$ cat src/pabm_pkg.sv
// package of constants for the port a/b alternate function multiplexer
package pabm_pkg;
	localparam int PIN_COUNT = 8;
	// register map, bus offsets
	localparam logic [3:0] ADDR_MISC_CTRL = 4'h0;
	localparam logic [3:0] ADDR_PORTA_DIR = 4'h1;
	localparam logic [3:0] ADDR_PORTA_OUT = 4'h2;
	localparam logic [3:0] ADDR_PORTA_IN = 4'h3;
	localparam logic [3:0] ADDR_PORTB_DIR = 4'h4;
	localparam logic [3:0] ADDR_PORTB_OUT = 4'h5;
	localparam logic [3:0] ADDR_PORTB_IN = 4'h6;
	localparam logic [3:0] ADDR_PERIPH_CTRL = 4'h7;
	// misc_function_control fields
	localparam int MISC_PULLUP_OFF_BIT = 2;
	localparam logic [7:0] MISC_CTRL_RESET = 8'h00;
	localparam logic [7:0] MISC_CTRL_WMASK = 8'hEF;
	// periph_ctrl fields
	localparam int PER_SPI_ON_BIT = 0;
	localparam int PER_SPI_MASTER_BIT = 1;
	localparam int PER_SYNC_SEL_BIT = 2;
	localparam int PER_T0_CMP_EN_BIT = 3;
	localparam int PER_IRQ2_EN_BIT = 4;
	localparam logic [7:0] PERIPH_CTRL_WMASK = 8'h1F;
	localparam logic [7:0] PORT_RESET = 8'h00;
	// pin positions on port b
	localparam int PB_SCK = 7;
	localparam int PB_MISO = 6;
	localparam int PB_MOSI = 5;
	localparam int PB_SEL = 4;
	localparam int PB_T0CMP = 3;
	localparam int PB_IRQ2 = 2;
	localparam int PB_T1CNT = 1;
	localparam int PB_SCLK = 0;
endpackage

$ cat src/pabm_pin_ctrl.sv
// one pin's override merge into pull-up, driver, level and input enable
`timescale 1ns/1ps
module pabm_pin_ctrl (
	input wire logic pin_direction_bit,
	input wire logic pin_output_bit,
	input wire logic global_pullup_off,
	input wire logic sleep_active,
	input wire logic pullup_override_en,
	input wire logic pullup_override_val,
	input wire logic direction_override_en,
	input wire logic direction_override_val,
	input wire logic value_override_en,
	input wire logic value_override_val,
	input wire logic input_enable_override_en,
	input wire logic input_enable_override_val,
	output logic pullup_on,
	output logic drive_on,
	output logic drive_level,
	output logic input_on
);
	// pull-up only for input, output bit one, global disable clear
	assign pullup_on = pullup_override_en ? pullup_override_val :
		(!pin_direction_bit && pin_output_bit && !global_pullup_off); // see RL18 RL1
	assign drive_on = direction_override_en ? direction_override_val :
		pin_direction_bit; // see RL19
	// level is don't-care while undriven; forced low then
	assign drive_level = drive_on &&
		(value_override_en ? value_override_val : pin_output_bit); // see RL20
	assign input_on = input_enable_override_en ? input_enable_override_val :
		!sleep_active; // see RL21
endmodule

$ cat src/pabm_reg8.sv
// eight-bit software register with write mask and reset value
`timescale 1ns/1ps
module pabm_reg8 #(
	parameter logic [7:0] RESET_VAL = 8'h00,
	parameter logic [7:0] WMASK = 8'hFF
) (
	input wire logic clk,
	input wire logic reset,
	input wire logic wr_en,
	input wire logic [7:0] wr_data,
	output logic [7:0] value_reg
);
	always_ff @(posedge clk) begin
		if (reset) begin
			value_reg <= RESET_VAL;
		end else if (wr_en) begin
			value_reg <= wr_data & WMASK;
		end
	end
endmodule

$ cat src/pabm_top.sv
// top of the port a/b alternate function multiplexer
//
// Summary of operation
// RL1: global pull-up off bit set disables every port pull-up.
// RL2: control register resets to zero; bit 4 reads zero, not writable.
// RL3: port a pins pass analog channel n; no overrides asserted.
// RL4: software keeps port a outputs still during a conversion.
// RL5: spi clock pin forced input as slave; direction bit as master.
// RL6: miso pin forced input as master; direction bit as slave.
// RL7: mosi pin forced input as slave; direction bit as master.
// RL8: select pin forced input as slave; slave active while it is low.
// RL9: spi-forced inputs keep pull-up from output bit, gated by global off.
// RL10: miso/mosi carry data; driven value chosen by spi role.
// RL11: bit 3 drives timer-0 compare when enabled; software sets output.
// RL12: timer-0 compare pin also carries its pwm output.
// RL13: software sets comparator pins as inputs, pull-ups off.
// RL14: bit 2 feeds irq 2; enabled irq forces digital input on.
// RL15: bit 1 gives raw input as timer-1 count source.
// RL16: bit 0 direction bit picks serial clock out or in; timer-0 count.
// RL17: serial clock only in sync mode, overriding the output value.
// RL18: pull-up override wins, else input, output one, global off clear.
// RL19: direction override wins, else the pin's direction bit.
// RL20: value override wins while driving, else the output bit.
// RL21: input-enable override wins over normal or sleep state.
//
// Design decisions made here: the address map and the address-and-strobe port.
`timescale 1ns/1ps
module pabm_top (
	input wire logic CLK,
	input wire logic RESET,
	input wire logic [3:0] ADDR,
	input wire logic [7:0] WDATA,
	input wire logic WR,
	input wire logic RD,
	output logic [7:0] RDATA,
	input wire logic SLEEP_ACTIVE,
	input wire logic [7:0] PA_PIN_IN,
	output logic [7:0] PA_PIN_OUT,
	output logic [7:0] PA_PIN_OE_N,
	output logic [7:0] PA_PULLUP,
	output logic [7:0] PA_ANALOG_PATH,
	input wire logic [7:0] PB_PIN_IN,
	output logic [7:0] PB_PIN_OUT,
	output logic [7:0] PB_PIN_OE_N,
	output logic [7:0] PB_PULLUP,
	input wire logic SPI_CLK_OUT,
	input wire logic SPI_MASTER_OUT,
	input wire logic SPI_SLAVE_OUT,
	output logic SPI_CLK_IN,
	output logic SPI_MASTER_IN,
	output logic SPI_SLAVE_IN,
	output logic SPI_SLAVE_ACTIVE,
	input wire logic TIMER0_COMPARE_OUT,
	output logic COMPARATOR_POS_IN,
	output logic COMPARATOR_NEG_IN,
	output logic EXT_IRQ2_IN,
	output logic TIMER1_COUNT_IN,
	output logic TIMER0_COUNT_IN,
	input wire logic SERIAL_PORT_CLOCK_OUT,
	output logic SERIAL_PORT_CLOCK_IN,
	output logic [2:0] CONV_TRIGGER_SEL,
	output logic COMPARATOR_MUX_EN,
	output logic TIMER2_PRESCALE_RESET,
	output logic TIMER10_PRESCALE_RESET
);
	// ----------------------------------------------------------------
	// registers
	// ----------------------------------------------------------------
	logic [7:0] misc_ctrl_reg;
	logic [7:0] pa_dir_reg;
	logic [7:0] pa_out_reg;
	logic [7:0] pb_dir_reg;
	logic [7:0] pb_out_reg;
	logic [7:0] periph_reg;
	logic [7:0] rdata_reg;
	logic [7:0] rdata_next;
	logic [7:0] pa_in_gated;
	logic [7:0] pb_in_gated;
	logic global_pullup_off;
	logic spi_on_bit;
	logic spi_master_select;
	logic spi_master_mode;
	logic spi_slave_mode;
	logic serial_sync_select;
	logic timer0_cmp_en;
	logic ext_irq2_en;
	logic [7:0] pa_input_on;
	logic [7:0] pb_input_on;
	logic [7:0] pa_drive_on;
	logic [7:0] pb_drive_on;
	logic [7:0] pb_pullup_override_en;
	logic [7:0] pb_pullup_override_val;
	logic [7:0] pb_direction_override_en;
	logic [7:0] pb_value_override_en;
	logic [7:0] pb_value_override_val;
	logic [7:0] pb_input_enable_override_en;
	logic [7:0] pb_input_enable_override_val;

	// bit 4 masked on write so it always reads zero
	pabm_reg8 #(.RESET_VAL(pabm_pkg::MISC_CTRL_RESET),
		.WMASK(pabm_pkg::MISC_CTRL_WMASK)) u_misc ( // see RL2
		.clk(CLK), .reset(RESET),
		.wr_en(WR && ADDR == pabm_pkg::ADDR_MISC_CTRL),
		.wr_data(WDATA), .value_reg(misc_ctrl_reg));
	pabm_reg8 #(.RESET_VAL(pabm_pkg::PORT_RESET)) u_pa_dir (
		.clk(CLK), .reset(RESET),
		.wr_en(WR && ADDR == pabm_pkg::ADDR_PORTA_DIR),
		.wr_data(WDATA), .value_reg(pa_dir_reg));
	pabm_reg8 #(.RESET_VAL(pabm_pkg::PORT_RESET)) u_pa_out (
		.clk(CLK), .reset(RESET),
		.wr_en(WR && ADDR == pabm_pkg::ADDR_PORTA_OUT),
		.wr_data(WDATA), .value_reg(pa_out_reg));
	pabm_reg8 #(.RESET_VAL(pabm_pkg::PORT_RESET)) u_pb_dir (
		.clk(CLK), .reset(RESET),
		.wr_en(WR && ADDR == pabm_pkg::ADDR_PORTB_DIR),
		.wr_data(WDATA), .value_reg(pb_dir_reg));
	pabm_reg8 #(.RESET_VAL(pabm_pkg::PORT_RESET)) u_pb_out (
		.clk(CLK), .reset(RESET),
		.wr_en(WR && ADDR == pabm_pkg::ADDR_PORTB_OUT),
		.wr_data(WDATA), .value_reg(pb_out_reg));
	pabm_reg8 #(.RESET_VAL(pabm_pkg::PORT_RESET),
		.WMASK(pabm_pkg::PERIPH_CTRL_WMASK)) u_periph (
		.clk(CLK), .reset(RESET),
		.wr_en(WR && ADDR == pabm_pkg::ADDR_PERIPH_CTRL),
		.wr_data(WDATA), .value_reg(periph_reg));

	// ----------------------------------------------------------------
	// read port
	// ----------------------------------------------------------------
	always_comb begin
		case (ADDR)
			pabm_pkg::ADDR_MISC_CTRL: rdata_next = misc_ctrl_reg;
			pabm_pkg::ADDR_PORTA_DIR: rdata_next = pa_dir_reg;
			pabm_pkg::ADDR_PORTA_OUT: rdata_next = pa_out_reg;
			pabm_pkg::ADDR_PORTA_IN: rdata_next = pa_in_gated;
			pabm_pkg::ADDR_PORTB_DIR: rdata_next = pb_dir_reg;
			pabm_pkg::ADDR_PORTB_OUT: rdata_next = pb_out_reg;
			pabm_pkg::ADDR_PORTB_IN: rdata_next = pb_in_gated;
			pabm_pkg::ADDR_PERIPH_CTRL: rdata_next = periph_reg;
			default: rdata_next = 8'h00;
		endcase
	end

	// read data stands only in the cycle after the strobe
	always_ff @(posedge CLK) begin
		if (RESET) begin
			rdata_reg <= 8'h00;
		end else if (RD) begin
			rdata_reg <= rdata_next;
		end else begin
			rdata_reg <= 8'h00;
		end
	end
	assign RDATA = rdata_reg;

	// ----------------------------------------------------------------
	// control decode
	// ----------------------------------------------------------------
	assign global_pullup_off = misc_ctrl_reg[pabm_pkg::MISC_PULLUP_OFF_BIT];
	assign CONV_TRIGGER_SEL = misc_ctrl_reg[7:5];
	assign COMPARATOR_MUX_EN = misc_ctrl_reg[3];
	assign TIMER2_PRESCALE_RESET = misc_ctrl_reg[1];
	assign TIMER10_PRESCALE_RESET = misc_ctrl_reg[0];
	assign spi_on_bit = periph_reg[pabm_pkg::PER_SPI_ON_BIT];
	assign spi_master_select = periph_reg[pabm_pkg::PER_SPI_MASTER_BIT];
	assign serial_sync_select = periph_reg[pabm_pkg::PER_SYNC_SEL_BIT];
	assign timer0_cmp_en = periph_reg[pabm_pkg::PER_T0_CMP_EN_BIT];
	assign ext_irq2_en = periph_reg[pabm_pkg::PER_IRQ2_EN_BIT];
	assign spi_master_mode = spi_on_bit && spi_master_select;
	assign spi_slave_mode = spi_on_bit && !spi_master_select;

	// ----------------------------------------------------------------
	// port a: analog inputs, no overrides
	// ----------------------------------------------------------------
	genvar gi;
	generate
		for (gi = 0; gi < pabm_pkg::PIN_COUNT; gi++) begin : g_pa
			pabm_pin_ctrl u_pin ( // see RL3
				.pin_direction_bit(pa_dir_reg[gi]),
				.pin_output_bit(pa_out_reg[gi]),
				.global_pullup_off(global_pullup_off),
				.sleep_active(SLEEP_ACTIVE),
				.pullup_override_en(1'b0),
				.pullup_override_val(1'b0),
				.direction_override_en(1'b0),
				.direction_override_val(1'b0),
				.value_override_en(1'b0),
				.value_override_val(1'b0),
				.input_enable_override_en(1'b0),
				.input_enable_override_val(1'b0),
				.pullup_on(PA_PULLUP[gi]),
				.drive_on(pa_drive_on[gi]),
				.drive_level(PA_PIN_OUT[gi]),
				.input_on(pa_input_on[gi]));
		end
	endgenerate
	assign PA_PIN_OE_N = ~pa_drive_on;
	assign pa_in_gated = PA_PIN_IN & pa_input_on;
	// pad level routed straight to converter channel n
	assign PA_ANALOG_PATH = PA_PIN_IN; // see RL3

	// ----------------------------------------------------------------
	// port b override signals
	// ----------------------------------------------------------------
	// pull-up override sits on whichever spi pins are forced to input
	always_comb begin
		pb_pullup_override_en = 8'h00;
		pb_pullup_override_val = 8'h00;
		pb_direction_override_en = 8'h00;
		pb_value_override_en = 8'h00;
		pb_value_override_val = 8'h00;
		pb_input_enable_override_en = 8'h00;
		pb_input_enable_override_val = 8'h00;
		// spi clock, mosi, select forced input as slave
		pb_direction_override_en[pabm_pkg::PB_SCK] = spi_slave_mode; // see RL5
		pb_direction_override_en[pabm_pkg::PB_MOSI] = spi_slave_mode; // see RL7
		pb_direction_override_en[pabm_pkg::PB_SEL] = spi_slave_mode; // see RL8
		// miso forced input as master
		pb_direction_override_en[pabm_pkg::PB_MISO] = spi_master_mode; // see RL6
		// pull-up of a forced input tracks output bit, gated globally
		pb_pullup_override_en[pabm_pkg::PB_SCK] = spi_slave_mode; // see RL9
		pb_pullup_override_en[pabm_pkg::PB_MOSI] = spi_slave_mode; // see RL9
		pb_pullup_override_en[pabm_pkg::PB_SEL] = spi_slave_mode; // see RL9
		pb_pullup_override_en[pabm_pkg::PB_MISO] = spi_master_mode; // see RL9
		pb_pullup_override_val[7:4] = pb_out_reg[7:4] & {4{!global_pullup_off}}; // see RL9
		// driven values follow role: master drives clock and mosi
		pb_value_override_en[pabm_pkg::PB_SCK] = spi_master_mode;
		pb_value_override_val[pabm_pkg::PB_SCK] = SPI_CLK_OUT;
		pb_value_override_en[pabm_pkg::PB_MOSI] = spi_master_mode; // see RL10
		pb_value_override_val[pabm_pkg::PB_MOSI] = SPI_MASTER_OUT; // see RL10
		pb_value_override_en[pabm_pkg::PB_MISO] = spi_slave_mode; // see RL10
		pb_value_override_val[pabm_pkg::PB_MISO] = SPI_SLAVE_OUT; // see RL10
		// compare output, also pwm; shows only if direction bit is set
		pb_value_override_en[pabm_pkg::PB_T0CMP] = timer0_cmp_en; // see RL11 RL12
		pb_value_override_val[pabm_pkg::PB_T0CMP] = TIMER0_COMPARE_OUT; // see RL11 RL12
		pb_input_enable_override_en[pabm_pkg::PB_IRQ2] = ext_irq2_en; // see RL14
		pb_input_enable_override_val[pabm_pkg::PB_IRQ2] = 1'b1; // see RL14
		// serial clock out only in sync mode; direction bit picks in/out
		pb_value_override_en[pabm_pkg::PB_SCLK] = serial_sync_select; // see RL17
		pb_value_override_val[pabm_pkg::PB_SCLK] = SERIAL_PORT_CLOCK_OUT; // see RL16
	end

	generate
		for (gi = 0; gi < pabm_pkg::PIN_COUNT; gi++) begin : g_pb
			pabm_pin_ctrl u_pin (
				.pin_direction_bit(pb_dir_reg[gi]),
				.pin_output_bit(pb_out_reg[gi]),
				.global_pullup_off(global_pullup_off),
				.sleep_active(SLEEP_ACTIVE),
				.pullup_override_en(pb_pullup_override_en[gi]),
				.pullup_override_val(pb_pullup_override_val[gi]),
				.direction_override_en(pb_direction_override_en[gi]),
				.direction_override_val(1'b0),
				.value_override_en(pb_value_override_en[gi]),
				.value_override_val(pb_value_override_val[gi]),
				.input_enable_override_en(pb_input_enable_override_en[gi]),
				.input_enable_override_val(pb_input_enable_override_val[gi]),
				.pullup_on(PB_PULLUP[gi]),
				.drive_on(pb_drive_on[gi]),
				.drive_level(PB_PIN_OUT[gi]),
				.input_on(pb_input_on[gi]));
		end
	endgenerate
	assign PB_PIN_OE_N = ~pb_drive_on;
	assign pb_in_gated = PB_PIN_IN & pb_input_on;

	// ----------------------------------------------------------------
	// digital inputs to peripherals (unsynchronised, before sync)
	// ----------------------------------------------------------------
	assign SPI_CLK_IN = pb_in_gated[pabm_pkg::PB_SCK];
	assign SPI_MASTER_IN = pb_in_gated[pabm_pkg::PB_MISO]; // see RL10
	assign SPI_SLAVE_IN = pb_in_gated[pabm_pkg::PB_MOSI]; // see RL10
	// slave logic is live only while select pin is low
	assign SPI_SLAVE_ACTIVE = spi_slave_mode &&
		!pb_in_gated[pabm_pkg::PB_SEL]; // see RL8
	// analog comparator taps the pad directly
	assign COMPARATOR_POS_IN = PB_PIN_IN[pabm_pkg::PB_IRQ2];
	assign COMPARATOR_NEG_IN = PB_PIN_IN[pabm_pkg::PB_T0CMP];
	assign EXT_IRQ2_IN = pb_in_gated[pabm_pkg::PB_IRQ2]; // see RL14
	assign TIMER1_COUNT_IN = pb_in_gated[pabm_pkg::PB_T1CNT]; // see RL15
	assign TIMER0_COUNT_IN = pb_in_gated[pabm_pkg::PB_SCLK]; // see RL16
	assign SERIAL_PORT_CLOCK_IN = serial_sync_select &&
		pb_in_gated[pabm_pkg::PB_SCLK]; // see RL17

	// ----------------------------------------------------------------
	// checks
	// ----------------------------------------------------------------
	a_pullup_global_off: assert property (@(posedge CLK) disable iff (RESET)
		global_pullup_off |-> PB_PULLUP == 8'h00 && PA_PULLUP == 8'h00)
		else $error("pull-up on while globally disabled"); // see RL1
	a_misc_bit4_zero: assert property (@(posedge CLK) disable iff (RESET)
		WR && ADDR == pabm_pkg::ADDR_MISC_CTRL |=> !misc_ctrl_reg[4] &&
		misc_ctrl_reg[7:5] == $past(WDATA[7:5]))
		else $error("misc control write wrong"); // see RL2
	a_porta_no_override: assert property (@(posedge CLK) disable iff (RESET)
		PA_PIN_OE_N == ~pa_dir_reg && PA_ANALOG_PATH == PA_PIN_IN &&
		PA_PULLUP == (~pa_dir_reg & pa_out_reg & {8{!global_pullup_off}}))
		else $error("port a overridden"); // see RL3
	a_slave_inputs: assert property (@(posedge CLK) disable iff (RESET)
		spi_slave_mode |-> PB_PIN_OE_N[7] && PB_PIN_OE_N[5] && PB_PIN_OE_N[4])
		else $error("slave pin driven"); // see RL5 RL7 RL8
	a_master_miso_in: assert property (@(posedge CLK) disable iff (RESET)
		spi_master_mode |-> PB_PIN_OE_N[6] &&
		PB_PIN_OE_N[7] == !pb_dir_reg[7])
		else $error("master pin direction wrong"); // see RL5 RL6
	a_forced_pullup: assert property (@(posedge CLK) disable iff (RESET)
		spi_slave_mode |-> PB_PULLUP[7] ==
		(pb_out_reg[7] && !global_pullup_off))
		else $error("forced input pull-up wrong"); // see RL9
	a_mosi_value: assert property (@(posedge CLK) disable iff (RESET)
		spi_master_mode && pb_dir_reg[5] |-> PB_PIN_OUT[5] == SPI_MASTER_OUT)
		else $error("mosi value wrong"); // see RL10
	a_compare_out: assert property (@(posedge CLK) disable iff (RESET)
		timer0_cmp_en && pb_dir_reg[3] |->
		PB_PIN_OUT[3] == TIMER0_COMPARE_OUT)
		else $error("compare output missing"); // see RL11
	a_irq2_input: assert property (@(posedge CLK) disable iff (RESET)
		ext_irq2_en |-> EXT_IRQ2_IN == PB_PIN_IN[2])
		else $error("irq 2 input blocked"); // see RL14
	a_sync_clock: assert property (@(posedge CLK) disable iff (RESET)
		serial_sync_select && pb_dir_reg[0] |->
		PB_PIN_OUT[0] == SERIAL_PORT_CLOCK_OUT && !PB_PIN_OE_N[0])
		else $error("serial clock not driven"); // see RL16 RL17
endmodule

$ cat config.mk
export PLATFORM = sky130hd
export DESIGN_NAME = pabm_top
export DESIGN_NICKNAME = d
export VERILOG_FILES = /design/src/pabm_pkg.sv /design/src/pabm_pin_ctrl.sv /design/src/pabm_reg8.sv /design/src/pabm_top.sv
export SDC_FILE = /design/constraint.sdc
export NUM_CORES = 1
export LEC_CHECK = 0
export BUFFER_PORTS_ARGS = -buffer_cell sky130_fd_sc_hd__buf_4
export CORE_ASPECT_RATIO = 1.25
export CORE_MARGIN = 8
export CORE_UTILIZATION = 51
export CTS_CLUSTER_DIAMETER = 200
export DETAILED_ROUTE_END_ITERATION = 16
export GPL_ROUTABILITY_DRIVEN = 0
export PLACE_DENSITY = 0.82
export RECOVER_POWER = 50
export SLEW_MARGIN = 40
export SYNTH_ARGS = -nofsm -noshare
export SYNTH_HDL_FRONTEND = slang
export SYNTH_SLANG_ARGS = --single-unit
$ cat constraint.sdc
create_clock -name CLK -period 2.3 [get_ports CLK]
set_clock_uncertainty 0.05 [all_clocks]
set_input_delay 0.345 -clock CLK [delete_from_list [all_inputs] [get_ports CLK]]
set_output_delay 0.345 -clock CLK [all_outputs]
set_load 0.005 [all_outputs]
---- After elaboration in Yosys (flattened, before gate mapping) ----
Index checks and enable logic that the tools add are counted.
storage, ports and cells
  output and inout port bits .............. 80
  flip-flop bits (word level) ............. 52
  bits of input ports ..................... 38
operators by class
  multiplexer cells ....................... 15
  bitwise operators ....................... 6
  equal/unequal tests ..................... 7
  reduce and logical (&&, ||, !) cells .... 80
operators by type and width
  operator              count
  $pmux W8 S8           1
  $logic_and A1 B1 Y1   58
  $logic_not A1 Y1      20
  $and A8 B8 Y8         2
  $eq A4 B3 Y1 const B  4
  $not A8 Y8            2
  $mux W1               14
  $eq A4 B2 Y1 const B  2
  $and A4 B4 Y4         1
  $eq A4 B1 Y1 const B  1
  $logic_not A4 Y1      1
  $reduce_or A2 Y1      1
  $not A1 Y1            1

---- Logic depth before layout (Yosys ltp) ----
Gate-level depths: netlist of run 1.
  depth after elaboration ................. 5
  gate-level depth with buffers ........... 6
  depth with buffers taken out ............ 4

---- Hierarchy ----
From an unflattened synthesis of run 1, not the netlist that was laid out.
second synthesis, totals
  cell total of the unflattened synthesis .. 427
  area total of the unflattened synthesis .. 3849.9 µm²
by module, submodules not included
  module                     cells an instance  instances  area each (µm²)  sequential area each (µm²)
  pabm_pin_ctrl              8                  16         71.3             0.0
  pabm_reg8 at u_pa_dir ...  26                 4          285.3            160.2
  pabm_top                   151                1          1102.3           160.2
  pabm_reg8 at u_misc        24                 1          259.0            140.1
  pabm_reg8 at u_periph      20                 1          206.4            100.1

---- Worst setup path before layout of run 1 ----
OpenSTA, ideal clock, no wires.
  path type ............................... reg-to-output
  start point ............................. reg u_periph.value_reg[0]
  end point ............................... out PB_PULLUP[4]
  setup slack ............................. 0.888 ns
  arrival ................................. 1.017 ns
  stages on the path, launching flop included .. 6
  required time ........................... 1.905 ns
  path through ............................ dfxtp_1 clkbuf_1 nand2b_1 nand2_1 and3b_1 buf_4
on the way
  word-level cells in the longest chain between the ends .. 2
RTL lines
  element                 line                 text
  start, declared         pabm_reg8.sv:11      output logic [7:0] value_reg
  start signal, assigned  pabm_reg8.sv:17      value_reg <= wr_data & WMASK;
  $logic_and A1 B1 Y1     pabm_top.sv:170      assign spi_slave_mode = spi_on_bit && !spi_master_select;
  $mux W1                 pabm_pin_ctrl.sv:22  assign pullup_on = pullup_override_en ? pullup_override_val :
  end, declared           pabm_top.sv:45       output logic [7:0] PB_PULLUP,
Every way passes these cells.

---- Final worst setup path of run 1 ----
  start point ............................. in ADDR[1]
  end point ............................... reg u_pb_dir.value_reg[0]
on the way
  word-level cells in the longest chain between the ends .. 2
RTL lines
  element               line             text
  start, declared       pabm_top.sv:31   input wire logic [3:0] ADDR,
  $eq A4 B3 Y1          pabm_top.sv:115  .wr_en(WR && ADDR == pabm_pkg::ADDR_PORTB_DIR),
  $logic_and A1 B1 Y1   pabm_top.sv:115
  end signal, assigned  pabm_reg8.sv:17
  end, declared         pabm_reg8.sv:11
Every way passes these cells.
A chain may end at the register's enable or synchronous reset.

==> key figures, run 1 <==
CTS
  – CTS Buf Count: 5
  – Reg clk slew, reported paths: 0.09 ns
  – CTS sink cnt: 52
  – Post-CTS Setup Inserts: 0
  – H-tree depth: 2
  – Clock latency on the worst-skew pair: 0.30 ns
  – Post-CTS Hold Fix Bufs: 0
  – Root buf cell: clkbuf_8
  – CTS tree: done
  – Post-cts resize count: 0
  – Max clock buf depth: 2

Timing
  – Tmin final: 1.99 ns
  – Final Max Slew Viols: 0
  – TNS Setup: 0 ns
  – Final setup viols: 0
  – RSZ-0062 raised after global routing: false
  – Final Cycle Share: 86.7%
  – Rel. slew slack: 50.2%
  – Fmax: 501 MHz
  – Slew @ Worst Pin: 0.747 ns
  – Hold Vio Cnt, Final: 0

Synth
  – Number of synthesized register bits: 52
  – Yosys top cell area share: 32.9%
  – Post-synthesis net count: 405
  – Main synth FF type: dfxtp_1
  – Count of flip-flops with a built-in enable after synthesis: 0
  – Syn Area/Cell: 8.62 µm²
  – Cells after synthesis: 367
  – Post-synthesis cell area: 3160 µm²
  – Register area share after synthesis: 32.9%
  – Library cells used by synthesis: 42
  – Main area contributors after synthesis: dfxtp_1, mux2i_1, buf_4, nor2_1, nor3b_1
  – Ys Warns: 0
  – Ys async rst share: 0%
  – Area leader, netlist: dfxtp_1

Floorplan
  – Full die area: 8990 µm²
  – Starting Density: 52.0%
  – Die Ht: 104 µm
  – # rows: 32
  – I/O Pins: 118
  – Area of the core: 6090 µm²
  – Die width: 86.4 µm

Route
  – DR vias: 2812
  – Via density: 5.44
  – Residual DRC: 0
  – Iteration-0 DRC Markers: 226
  – Detailed Route WL: 9020 µm
  – DR WL/cell: 17.4 µm
  – Drt first pass iters: 5
  – Post-route ant nets: 0

Finish
  – Fraction of layout cells with a size suffix above 1: 28.9%
  – Commonest cells after routing, fill and taps aside: buf_4, dfxtp_1, mux2i_1, nor2_1, clkbuf_4
  – Area Growth Syn to Fin: 18.1%
  – Most common cell after layout, fill and taps aside: buf_4
  – Fill cells: 599
  – Inserted Diodes: 0
  – Nets: 469

Setup path
  – Reg2reg setup slack: 0.82 ns
  – Critical Path, Cell by Cell: clkbuf_2 > nor4b_1 > clkbuf_1 > nand3_1 > a21oi_1
  – Critical Path AT: 2.18 ns
  – Critical R2R Launch: u_misc.value_reg[2]
  – Slowest-stage cell, CP: clkbuf_1
  – Worst Path Required: 2.49 ns
  – Reg-to-Reg End: RDATA[2]
  – Largest stage delay on the critical path: 0.62 ns
  – Crit Path Max Fanout: 26
  – Delay-heaviest family, CP: buffers and inverters
  – Cells on worst reg2reg path: 3
  – Startpoint types: input pin
  – Worst Path Buf+Inv: 2
  – Setup CP Type: input pin to register
  – CP endpoint kind: register

Power and ir drop
  – Clock power frac: 32.2%
  – Peak supply drop: 0.000352 V
  – Pint: 1.26 mW
  – Comb power frac: 13.1%
  – Switching Fraction: 25.3%
  – Pwr/cell area: 452 nW/µm²
  – Net switching power: 428 µW
  – LEAKAGE: 1.68 nW
  – Flop pwr share: 54.6%
  – Total Power: 1.69 mW

Run
  – Max-Cap Viols: 0

GRT
  – Pin count of the biggest net entering global routing: 29
  – Vias in the first global route: 2866
  – Initial antenna violation count: 0
  – First-pass GRT wire length: 14300 µm
  – GRT Resource Usage Total: 19.7%
  – Total global routing overflow: 0

Placement
  – I/O Buffers: 117
  – Post-DP HPWL: 6950 µm

Hold path
  – Hold WC Path Type: input pin to register
  – HP Start: WDATA[5]
  – Hold Path End: u_pb_out.value_reg[5]
  – Cell depth of the worst hold path: 3

Outcome
  – Outcome: finished clean
## power groups by stage
stage                     combinational (mW)  clock, mW  sequential (mW)
after floorplan                        0.135          0            0.938
after global placement                 0.227          0            0.943
after detailed placement               0.230          0            0.943
after CTS                              0.231      0.550            0.922
after global routing                   0.240      0.578            0.924
final                                  0.222      0.545            0.922
## Yosys cell counts (4+ instances only)
library cell	count
nor2b_1	9
nor3b_1	15
buf_6	6
a32oi_1	4
nand2_1	22
nand2b_1	4
nor2_1	46
a21oi_1	16
and2_1	12
inv_1	15
nand3_1	12
mux2i_1	48
dfxtp_1	52
buf_4	45
buf_2	5
a31oi_1	9
a22oi_1	5
clkbuf_1	8
## worst max-delay path by stage
| stage | startpoint | end | cells after the start |
|---|---|---|---|
| 2_1_floorplan | u_periph.value_reg[0] | PB_PULLUP[4] | 5 |
| 3_3_place_gp | ADDR[1] | u_pa_out.value_reg[6] | 5 |
| 3_5_place_dp | ADDR[1] | u_pa_out.value_reg[7] | 5 |
| 4_1_cts | u_misc.value_reg[2] | PB_PULLUP[5] | 2 |
| 5_1_grt | ADDR[1] | RDATA[0] | 5 |
| 6_report | ADDR[1] | u_pb_dir.value_reg[0] | 5 |
## metrics by stage
stage	worst slack (ns)	util, %	hold WS [ns]	area (µm²)	cells
2_1_floorplan	0.888	-	0.408	3160	367
3_3_place_gp	0.643	61.1	0.425	3720	509
3_5_place_dp	0.608	61.1	0.447	3720	509
4_1_cts	0.371	62.6	0.259	3810	517
5_1_grt	0.167	61.4	0.272	3730	517
6_report	0.306	61.4	0.261	3730	517
## kinds of logic after synthesis
group | share of synthesized area, %
simple gates | 25.0
buf+inv | 16.3
flops | 32.9
mux | 16.3
compound gates | 9.49
## area by class of cell
class / instances / area, µm² / area share [%]
inverter: 15 / 56.3 / 1.51
sequential: 52 / 1040 / 27.9
multi-input combinational: 236 / 1580 / 42.3
clock buffer: 8 / 90.1 / 2.41
timing repair buffer: 121 / 861 / 23.0
tap: 85 / 106 / 2.85
## metal layers
layer / global-route usage (%) / share of wire [%] / vias to the layer above
met5: 0 / 0 / -
met3: 5.77 / 9.3 / 24
met4: 8.89 / 3.1 / 0
met2: 32.1 / 47 / 152
li1: - / - / 1338
met1: 22.9 / 40 / 1298
## worst register-to-register path, delay by kind of cell (launching register included)
kind	cells	cell delay, ns
flops	1	0.55
mux	1	0.39
compound gates	2	0.37
No activity file was read; power rests on OpenSTA's default activity.
==> run 2: changes to the inputs <==
--- a/config.mk
+++ b/config.mk
@@ -6,13 +6,15 @@
 export NUM_CORES = 1
 export LEC_CHECK = 0
 export BUFFER_PORTS_ARGS = -buffer_cell sky130_fd_sc_hd__buf_4
+export CELL_PAD_IN_SITES_DETAIL_PLACEMENT = 1
+export CELL_PAD_IN_SITES_GLOBAL_PLACEMENT = 2
 export CORE_ASPECT_RATIO = 1.25
 export CORE_MARGIN = 8
-export CORE_UTILIZATION = 51
+export CORE_UTILIZATION = 30
 export CTS_CLUSTER_DIAMETER = 200
 export DETAILED_ROUTE_END_ITERATION = 16
 export GPL_ROUTABILITY_DRIVEN = 0
-export PLACE_DENSITY = 0.82
+export PLACE_DENSITY_LB_ADDON = 0.1
 export RECOVER_POWER = 50
 export SLEW_MARGIN = 40
 export SYNTH_ARGS = -nofsm -noshare
==> run 2 against run 1 <==
Against the previous run:
- fmax rose by 2.4%
- sequential share of layout area decreased by 0.80 points
- sequential cell count did not move
- worst setup slack gained 0.046 ns
- non-clock buffer count down 1
- register-to-register slack gained 0.04 ns
- hold slack improved by 0.015 ns
==> key figures, run 2 (synthesized netlist as in run 1, its figures left out) <==
Finish
  – Most common cell after layout, fill and taps aside: buf_4
  – Util after Layout: 36.8% (-25 points)
  – Inserted Diodes: 0 (unchanged)
  – Area Growth Syn to Fin: 21.7%
  – Commonest cells after routing, fill and taps aside: buf_4, dfxtp_1, mux2i_1, nor2_1, clkbuf_4
  – Fraction of layout cells with a size suffix above 1: 30.2% (+1.2 points)
  – Nets: 468 (-0.21%)

Power and ir drop
  – Pwr/cell area: 499 nW/µm² (+10%)
  – Peak supply drop: 0.000244 V (-31%)
  – LEAKAGE: 1.70 nW (+1.3%)

Setup path
  – Reg2reg setup slack: 0.86 ns (+0.04 ns)
  – Crit Path Max Fanout: 21 (-19%)
  – Worst Path Required: 2.43 ns (-0.06 ns)
  – Setup CP Type: input pin to register
  – Startpoint types: input pin
  – Slowest-stage cell, CP: nor3b_2
  – Worst Path Buf+Inv: 2 (unchanged)
  – Critical Path, Cell by Cell: clkbuf_2 > nand3b_1 > nor3b_2 > buf_4 > mux2i_1 > nor2_1
  – CP endpoint kind: register
  – Delay-heaviest family, CP: simple AND/OR/NAND/NOR gates
  – Critical Path AT: 2.08 ns (-0.10 ns)
  – Largest stage delay on the critical path: 0.45 ns (-0.17 ns)

Floorplan
  – Die width: 108 µm (+25%)
  – I/O Pins: 118 (unchanged)
  – Full die area: 14100 µm² (+57%)
  – # rows: 42 (+31%)
  – Die Ht: 131 µm (+26%)
  – Area of the core: 10500 µm² (+72%)
  – Starting Density: 30.2% (-22 points)

GRT
  – Vias in the first global route: 2951 (+3.0%)
  – Initial antenna violation count: 0 (unchanged)
  – GRT Resource Usage Total: 15.5% (-4.1 points)
  – Total global routing overflow: 0 (unchanged)
  – Pin count of the biggest net entering global routing: 27 (-6.9%)
  – First-pass GRT wire length: 16700 µm (+17%)

Route
  – Detailed Route WL: 11100 µm (+23%)
  – Drt first pass iters: 4 (-1)
  – Via density: 4.92 (-9.6%)
  – DR WL/cell: 19.6 µm (+13%)
  – Residual DRC: 0 (unchanged)
  – DR vias: 2769 (-1.5%)
  – Iteration-0 DRC Markers: 112 (-50%)
  – Post-route ant nets: 0 (unchanged)

CTS
  – CTS Buf Count: 5 (unchanged)
  – CTS sink cnt: 52 (unchanged)
  – CTS tree: done
  – Post-CTS Setup Inserts: 0 (unchanged)
  – Post-cts resize count: 0 (unchanged)
  – Reg clk slew, reported paths: 0.07 ns (-0.02 ns)
  – Max clock buf depth: 2 (unchanged)
  – Clock latency on the worst-skew pair: 0.30 ns (about the same)
  – H-tree depth: 2 (unchanged)
  – Post-CTS Hold Fix Bufs: 0 (unchanged)
  – Root buf cell: clkbuf_16

Timing
  – Slew @ Worst Pin: 0.632 ns (-0.115 ns)
  – TNS Setup: 0 ns (unchanged)
  – Rel. slew slack: 57.8% (+7.5 points)
  – Final Cycle Share: 84.7% (-2.0 points)
  – RSZ-0062 raised after global routing: false
  – Hold Vio Cnt, Final: 0 (unchanged)
  – Fmax: 513 MHz (+2.4%)
  – Tmin final: 1.95 ns (-0.0463 ns)
  – Final setup viols: 0 (unchanged)
  – Final Max Slew Viols: 0 (unchanged)
  – Post-route setup slack: 0.352 ns (+0.0463 ns)

Run
  – Max-Cap Viols: 0 (unchanged)

Hold path
  – Hold WC Path Type: input pin to register

Placement
  – I/O Buffers: 117 (unchanged)
  – Pre-CTS setup slack: 0.448 ns (-0.161 ns)
  – Post-DP HPWL: 8560 µm (+23%)

Outcome
  – Outcome: finished clean
-- run 2: changes by cell type in the layout (fill, tap and decap cells not counted), sizes merged --
cell    before  now
clkinv       0    2
buf         81   78
-- run 2: final timing paths --
path                              start  cells after the start                     to
setup / recovery                ADDR[0]                      6  u_pb_out.value_reg[5]
hold / removal             PA_PIN_IN[6]                      3               RDATA[6]
setup reg to reg    u_misc.value_reg[2]                      3               RDATA[2]
hold reg to reg   u_pb_dir.value_reg[2]                      2  u_pb_dir.value_reg[2]
-- run 2: final cells by class --
type	instances	area, µm²
Fill cell	1248	6610
Multi-Input combinational cell	236	1570
Sequential cell	52	1040
Timing Repair Buffer	120	865
Tap cell	132	165
Clock buffer	6	139
Inverter	15	56.3
Clock inverter	2	10.0
-- run 2: worst min-delay path, cell delays in order --
cell	delay (ns)
buf_4	0.09
a21oi_1	0.05
a21oi_1	0.10
-- run 2: where the power goes --
group | leakage (nW) | internal (mW) | switching [mW] | total (mW)
Sequential | 0.420 | 0.910 | 0.0132 | 0.924
Combinational | 1.20 | 0.103 | 0.127 | 0.231
Clock | 0.0766 | 0.430 | 0.339 | 0.769
Total | 1.70 | 1.44 | 0.479 | 1.92
-- run 2: metrics by stage --
step	power, mW	cells	area (µm²)	hold slack (ns)
detailed placement	1.19	555	3770	0.435
finish	1.92	563	3850	0.276
global placement	1.19	555	3770	0.426
floorplan	1.07	367	3160	0.408
CTS	1.96	563	3920	0.274
global route	2.00	563	3850	0.298
-- run 2: per-layer routing --
metal	share of wire [%]	vias up	track usage, %
met3	5.1	8	3.78
met5	0	-	0
met1	43	1350	18.0
li1	-	1334	-
met2	51	77	27.5
met4	1.1	0	4.42
==> run 3: changes to the inputs <==
--- a/config.mk
+++ b/config.mk
@@ -5,12 +5,13 @@
 export SDC_FILE = /design/constraint.sdc
 export NUM_CORES = 1
 export LEC_CHECK = 0
+export ABC_AREA = 1
 export BUFFER_PORTS_ARGS = -buffer_cell sky130_fd_sc_hd__buf_4
 export CELL_PAD_IN_SITES_DETAIL_PLACEMENT = 1
 export CELL_PAD_IN_SITES_GLOBAL_PLACEMENT = 2
 export CORE_ASPECT_RATIO = 1.25
 export CORE_MARGIN = 8
-export CORE_UTILIZATION = 30
+export CORE_UTILIZATION = 25
 export CTS_CLUSTER_DIAMETER = 200
 export DETAILED_ROUTE_END_ITERATION = 16
 export GPL_ROUTABILITY_DRIVEN = 0
==> constraint.sdc (replaced) <==
create_clock -name CLK -period 1.9 [get_ports CLK]
set_clock_uncertainty 0.05 [all_clocks]
set_input_delay 0.285 -clock CLK [delete_from_list [all_inputs] [get_ports CLK]]
set_output_delay 0.285 -clock CLK [all_outputs]
set_load 0.005 [all_outputs]
==> run 3 against run 2 <==
Against the previous run:
- utilization decreased by 4.2 points
- die area grew 16%
- combinational power rose by 44%
- worst setup slack worse by 0.19 ns
- cell area increased by 3.0%
- count of clock-buffer cells in the layout up 1
- non-clock buffer count increased by 9
- highest routed layer unchanged
==> key figures, run 3 <==
Outcome
  – Outcome: finished clean

Synth
  – Most frequent cell after synthesis: inv_1
  – Count of flip-flops with a built-in enable after synthesis: 0 (unchanged)
  – Area leader, netlist: dfxtp_1
  – Register area share after synthesis: 33.3% (+0.36 points)
  – Post-synthesis cell area: 3130 µm² (-1.1%)
  – Cells after synthesis: 476 (+30%)
  – Ys Warns: 0 (unchanged)
  – Number of synthesized register bits: 52 (unchanged)
  – Post-synthesis net count: 514 (+27%)
  – Main area contributors after synthesis: dfxtp_1, buf_4, inv_1, a21oi_1, nand2_1
  – Yosys top cell area share: 33.3% (+0.36 points)
  – Library cells used by synthesis: 20 (-52%)
  – Commonest cells in the synthesized netlist: inv_1, nand2_1, a21oi_1
  – Main synth FF type: dfxtp_1
  – Ys async rst share: 0% (unchanged)
  – Syn Area/Cell: 6.57 µm² (-24%)

CTS
  – Post-CTS Setup Inserts: 0 (unchanged)
  – H-tree depth: 2 (unchanged)
  – CTS tree: done
  – CTS sink cnt: 52 (unchanged)
  – Max clock buf depth: 2 (unchanged)
  – Reg clk slew, reported paths: 0.07 ns (about the same)
  – Clock latency on the worst-skew pair: 0.30 ns (about the same)
  – Root buf cell: clkbuf_16
  – Post-cts resize count: 1 (+1)
  – CTS Buf Count: 5 (unchanged)
  – Post-CTS Hold Fix Bufs: 0 (unchanged)

Power and ir drop
  – Net switching power: 640 µW (+34%)
  – Pwr/cell area: 610 nW/µm² (+22%)
  – Comb power frac: 13.7% (+1.7 points)
  – Switching Fraction: 26.4% (+1.5 points)
  – Flop pwr share: 46.7% (-1.3 points)
  – Peak supply drop: 0.000332 V (+36%)
  – LEAKAGE: 1.84 nW (+8.2%)
  – Clock power frac: 39.5% (-0.5 points)
  – Pint: 1.78 mW (+23%)

Floorplan
  – I/O Pins: 118 (unchanged)
  – Die Ht: 141 µm (+7.9%)
  – Area of the core: 12200 µm² (+16%)
  – Full die area: 16400 µm² (+16%)
  – Starting Density: 25.7% (-4.5 points)
  – Die width: 116 µm (+7.6%)
  – # rows: 45 (+7.1%)

GRT
  – Initial antenna violation count: 0 (unchanged)
  – Vias in the first global route: 3320 (+13%)
  – Pin count of the biggest net entering global routing: 45 (+67%)
  – GRT Resource Usage Total: 14.9% (-0.69 points)
  – Total global routing overflow: 0 (unchanged)
  – First-pass GRT wire length: 18700 µm (+12%)

Setup path
  – Worst Path Required: 1.56 ns (-0.87 ns)
  – Setup CP Type: register to output port
  – Crit Path Max Fanout: 4 (-81%)
  – Startpoint types: register
  – CP endpoint kind: output port
  – Critical Path, Cell by Cell: nand2_1 > inv_1 > nor2_2 > o21ai_0 > a21oi_1 > buf_4
  – Critical Path AT: 1.40 ns (-0.68 ns)
  – Largest stage delay on the critical path: 0.36 ns (-0.09 ns)
  – Worst Path Buf+Inv: 2 (unchanged)
  – Delay-heaviest family, CP: flip-flops
  – Slowest-stage cell, CP: dfxtp_1

Timing
  – Final setup viols: 0 (unchanged)
  – Hold Vio Cnt, Final: 0 (unchanged)
  – TNS Setup: 0 ns (unchanged)
  – Final Cycle Share: 91.3%
  – Final Max Slew Viols: 0 (unchanged)
  – Post-route setup slack: 0.165 ns (-0.187 ns)
  – RSZ-0062 raised after global routing: false
  – Rel. slew slack: 54.3% (-3.5 points)
  – Slew @ Worst Pin: 0.684 ns (+0.0523 ns)
  – Hold slack: 0.271 ns (-0.00486 ns)
  – Fmax: 576 MHz
  – Tmin final: 1.74 ns

Placement
  – Post-DP HPWL: 9700 µm (+13%)
  – I/O Buffers: 117 (unchanged)
  – Pre-CTS setup slack: 0.311 ns (-0.136 ns)

Route
  – Drt first pass iters: 4 (unchanged)
  – Detailed Route WL: 12100 µm (+9.1%)
  – DR vias: 3131 (+13%)
  – Residual DRC: 0 (unchanged)
  – DR WL/cell: 16.8 µm (-14%)
  – Iteration-0 DRC Markers: 76 (-32%)
  – Post-route ant nets: 0 (unchanged)
  – Via density: 4.37 (-11%)

Hold path
  – Hold WC Path Type: input pin to register

Finish
  – Commonest cells after routing, fill and taps aside: buf_4, inv_1, nand2_1, a21oi_1, dfxtp_1
  – Inserted Diodes: 0 (unchanged)
  – Fraction of layout cells with a size suffix above 1: 24.8% (-5.3 points)
  – Area Growth Syn to Fin: 26.7%
  – Most common cell after layout, fill and taps aside: buf_4
  – Nets: 589 (+26%)

Run
  – Max-Cap Viols: 0 (unchanged)
-- run 3: cell count changes after synthesis, moves of 9 or more --
cell     delta
nor3_1     +16
nand2_1    +40
nor3b_1    -15
a21oi_1    +40
inv_1      +65
and2_1     -12
nand3_1    +33
o21ai_0    +41
nor2b_1     -9
mux2i_1    -48
a31oi_1     -9
-- run 3: routing by layer --
metal	share of wire [%]	GRT usage, %
met5	0	0
met4	0.77	3.22
met3	4.0	3.21
met2	53	27.3
met1	42	16.9
-- run 3: kinds of logic after synthesis --
family	after synthesis	share of synthesized area (%)
flops	52	33.3
buf+inv	142	23.4
compound gates	105	17.0
simple gates	177	26.4
-- run 3: power groups by stage --
stage,logic [mW],clock network [mW],registers [mW]
after CTS,0.356,0.981,1.13
final,0.333,0.956,1.13
after floorplan,0.175,0,1.15
after global routing,0.371,1.03,1.13
after global placement,0.350,0,1.16
after detailed placement,0.355,0,1.16
-- run 3: per-stage QoR --
step	instance area, µm²	total power, mW	util (%)	cells
2_1_floorplan	3130	1.32	-	476
6_report	3970	2.42	32.6	716
3_3_place_gp	3890	1.51	32.0	708
4_1_cts	4040	2.47	33.2	716
3_5_place_dp	3890	1.51	32.0	708
5_1_grt	3970	2.54	32.6	716
-- run 3: tightest hold or removal path, stage by stage --
cell     delay [ns]
buf_4          0.11
o21ai_0        0.08
a21oi_1        0.10
-- run 3: worst paths after layout --
kind	startpoint	endpoint	slack, ns	depth (start not counted)
setup / recovery	u_periph.value_reg[0]	PB_PIN_OUT[6]	0.16	6
hold / removal	WDATA[7]	u_pa_dir.value_reg[7]	0.27	3
setup reg to reg	u_periph.value_reg[4]	RDATA[2]	0.84	6
hold reg to reg	u_misc.value_reg[2]	u_misc.value_reg[2]	0.42	2
-- run 3: area by class of cell --
type	count	area, µm²
Tap cell	164	205
Multi-Input combinational cell	282	1330
Timing Repair Buffer	129	936
Inverter	81	304
Sequential cell	52	1040
Clock buffer	7	143
Clock inverter	1	7.51
Fill cell	1594	8200
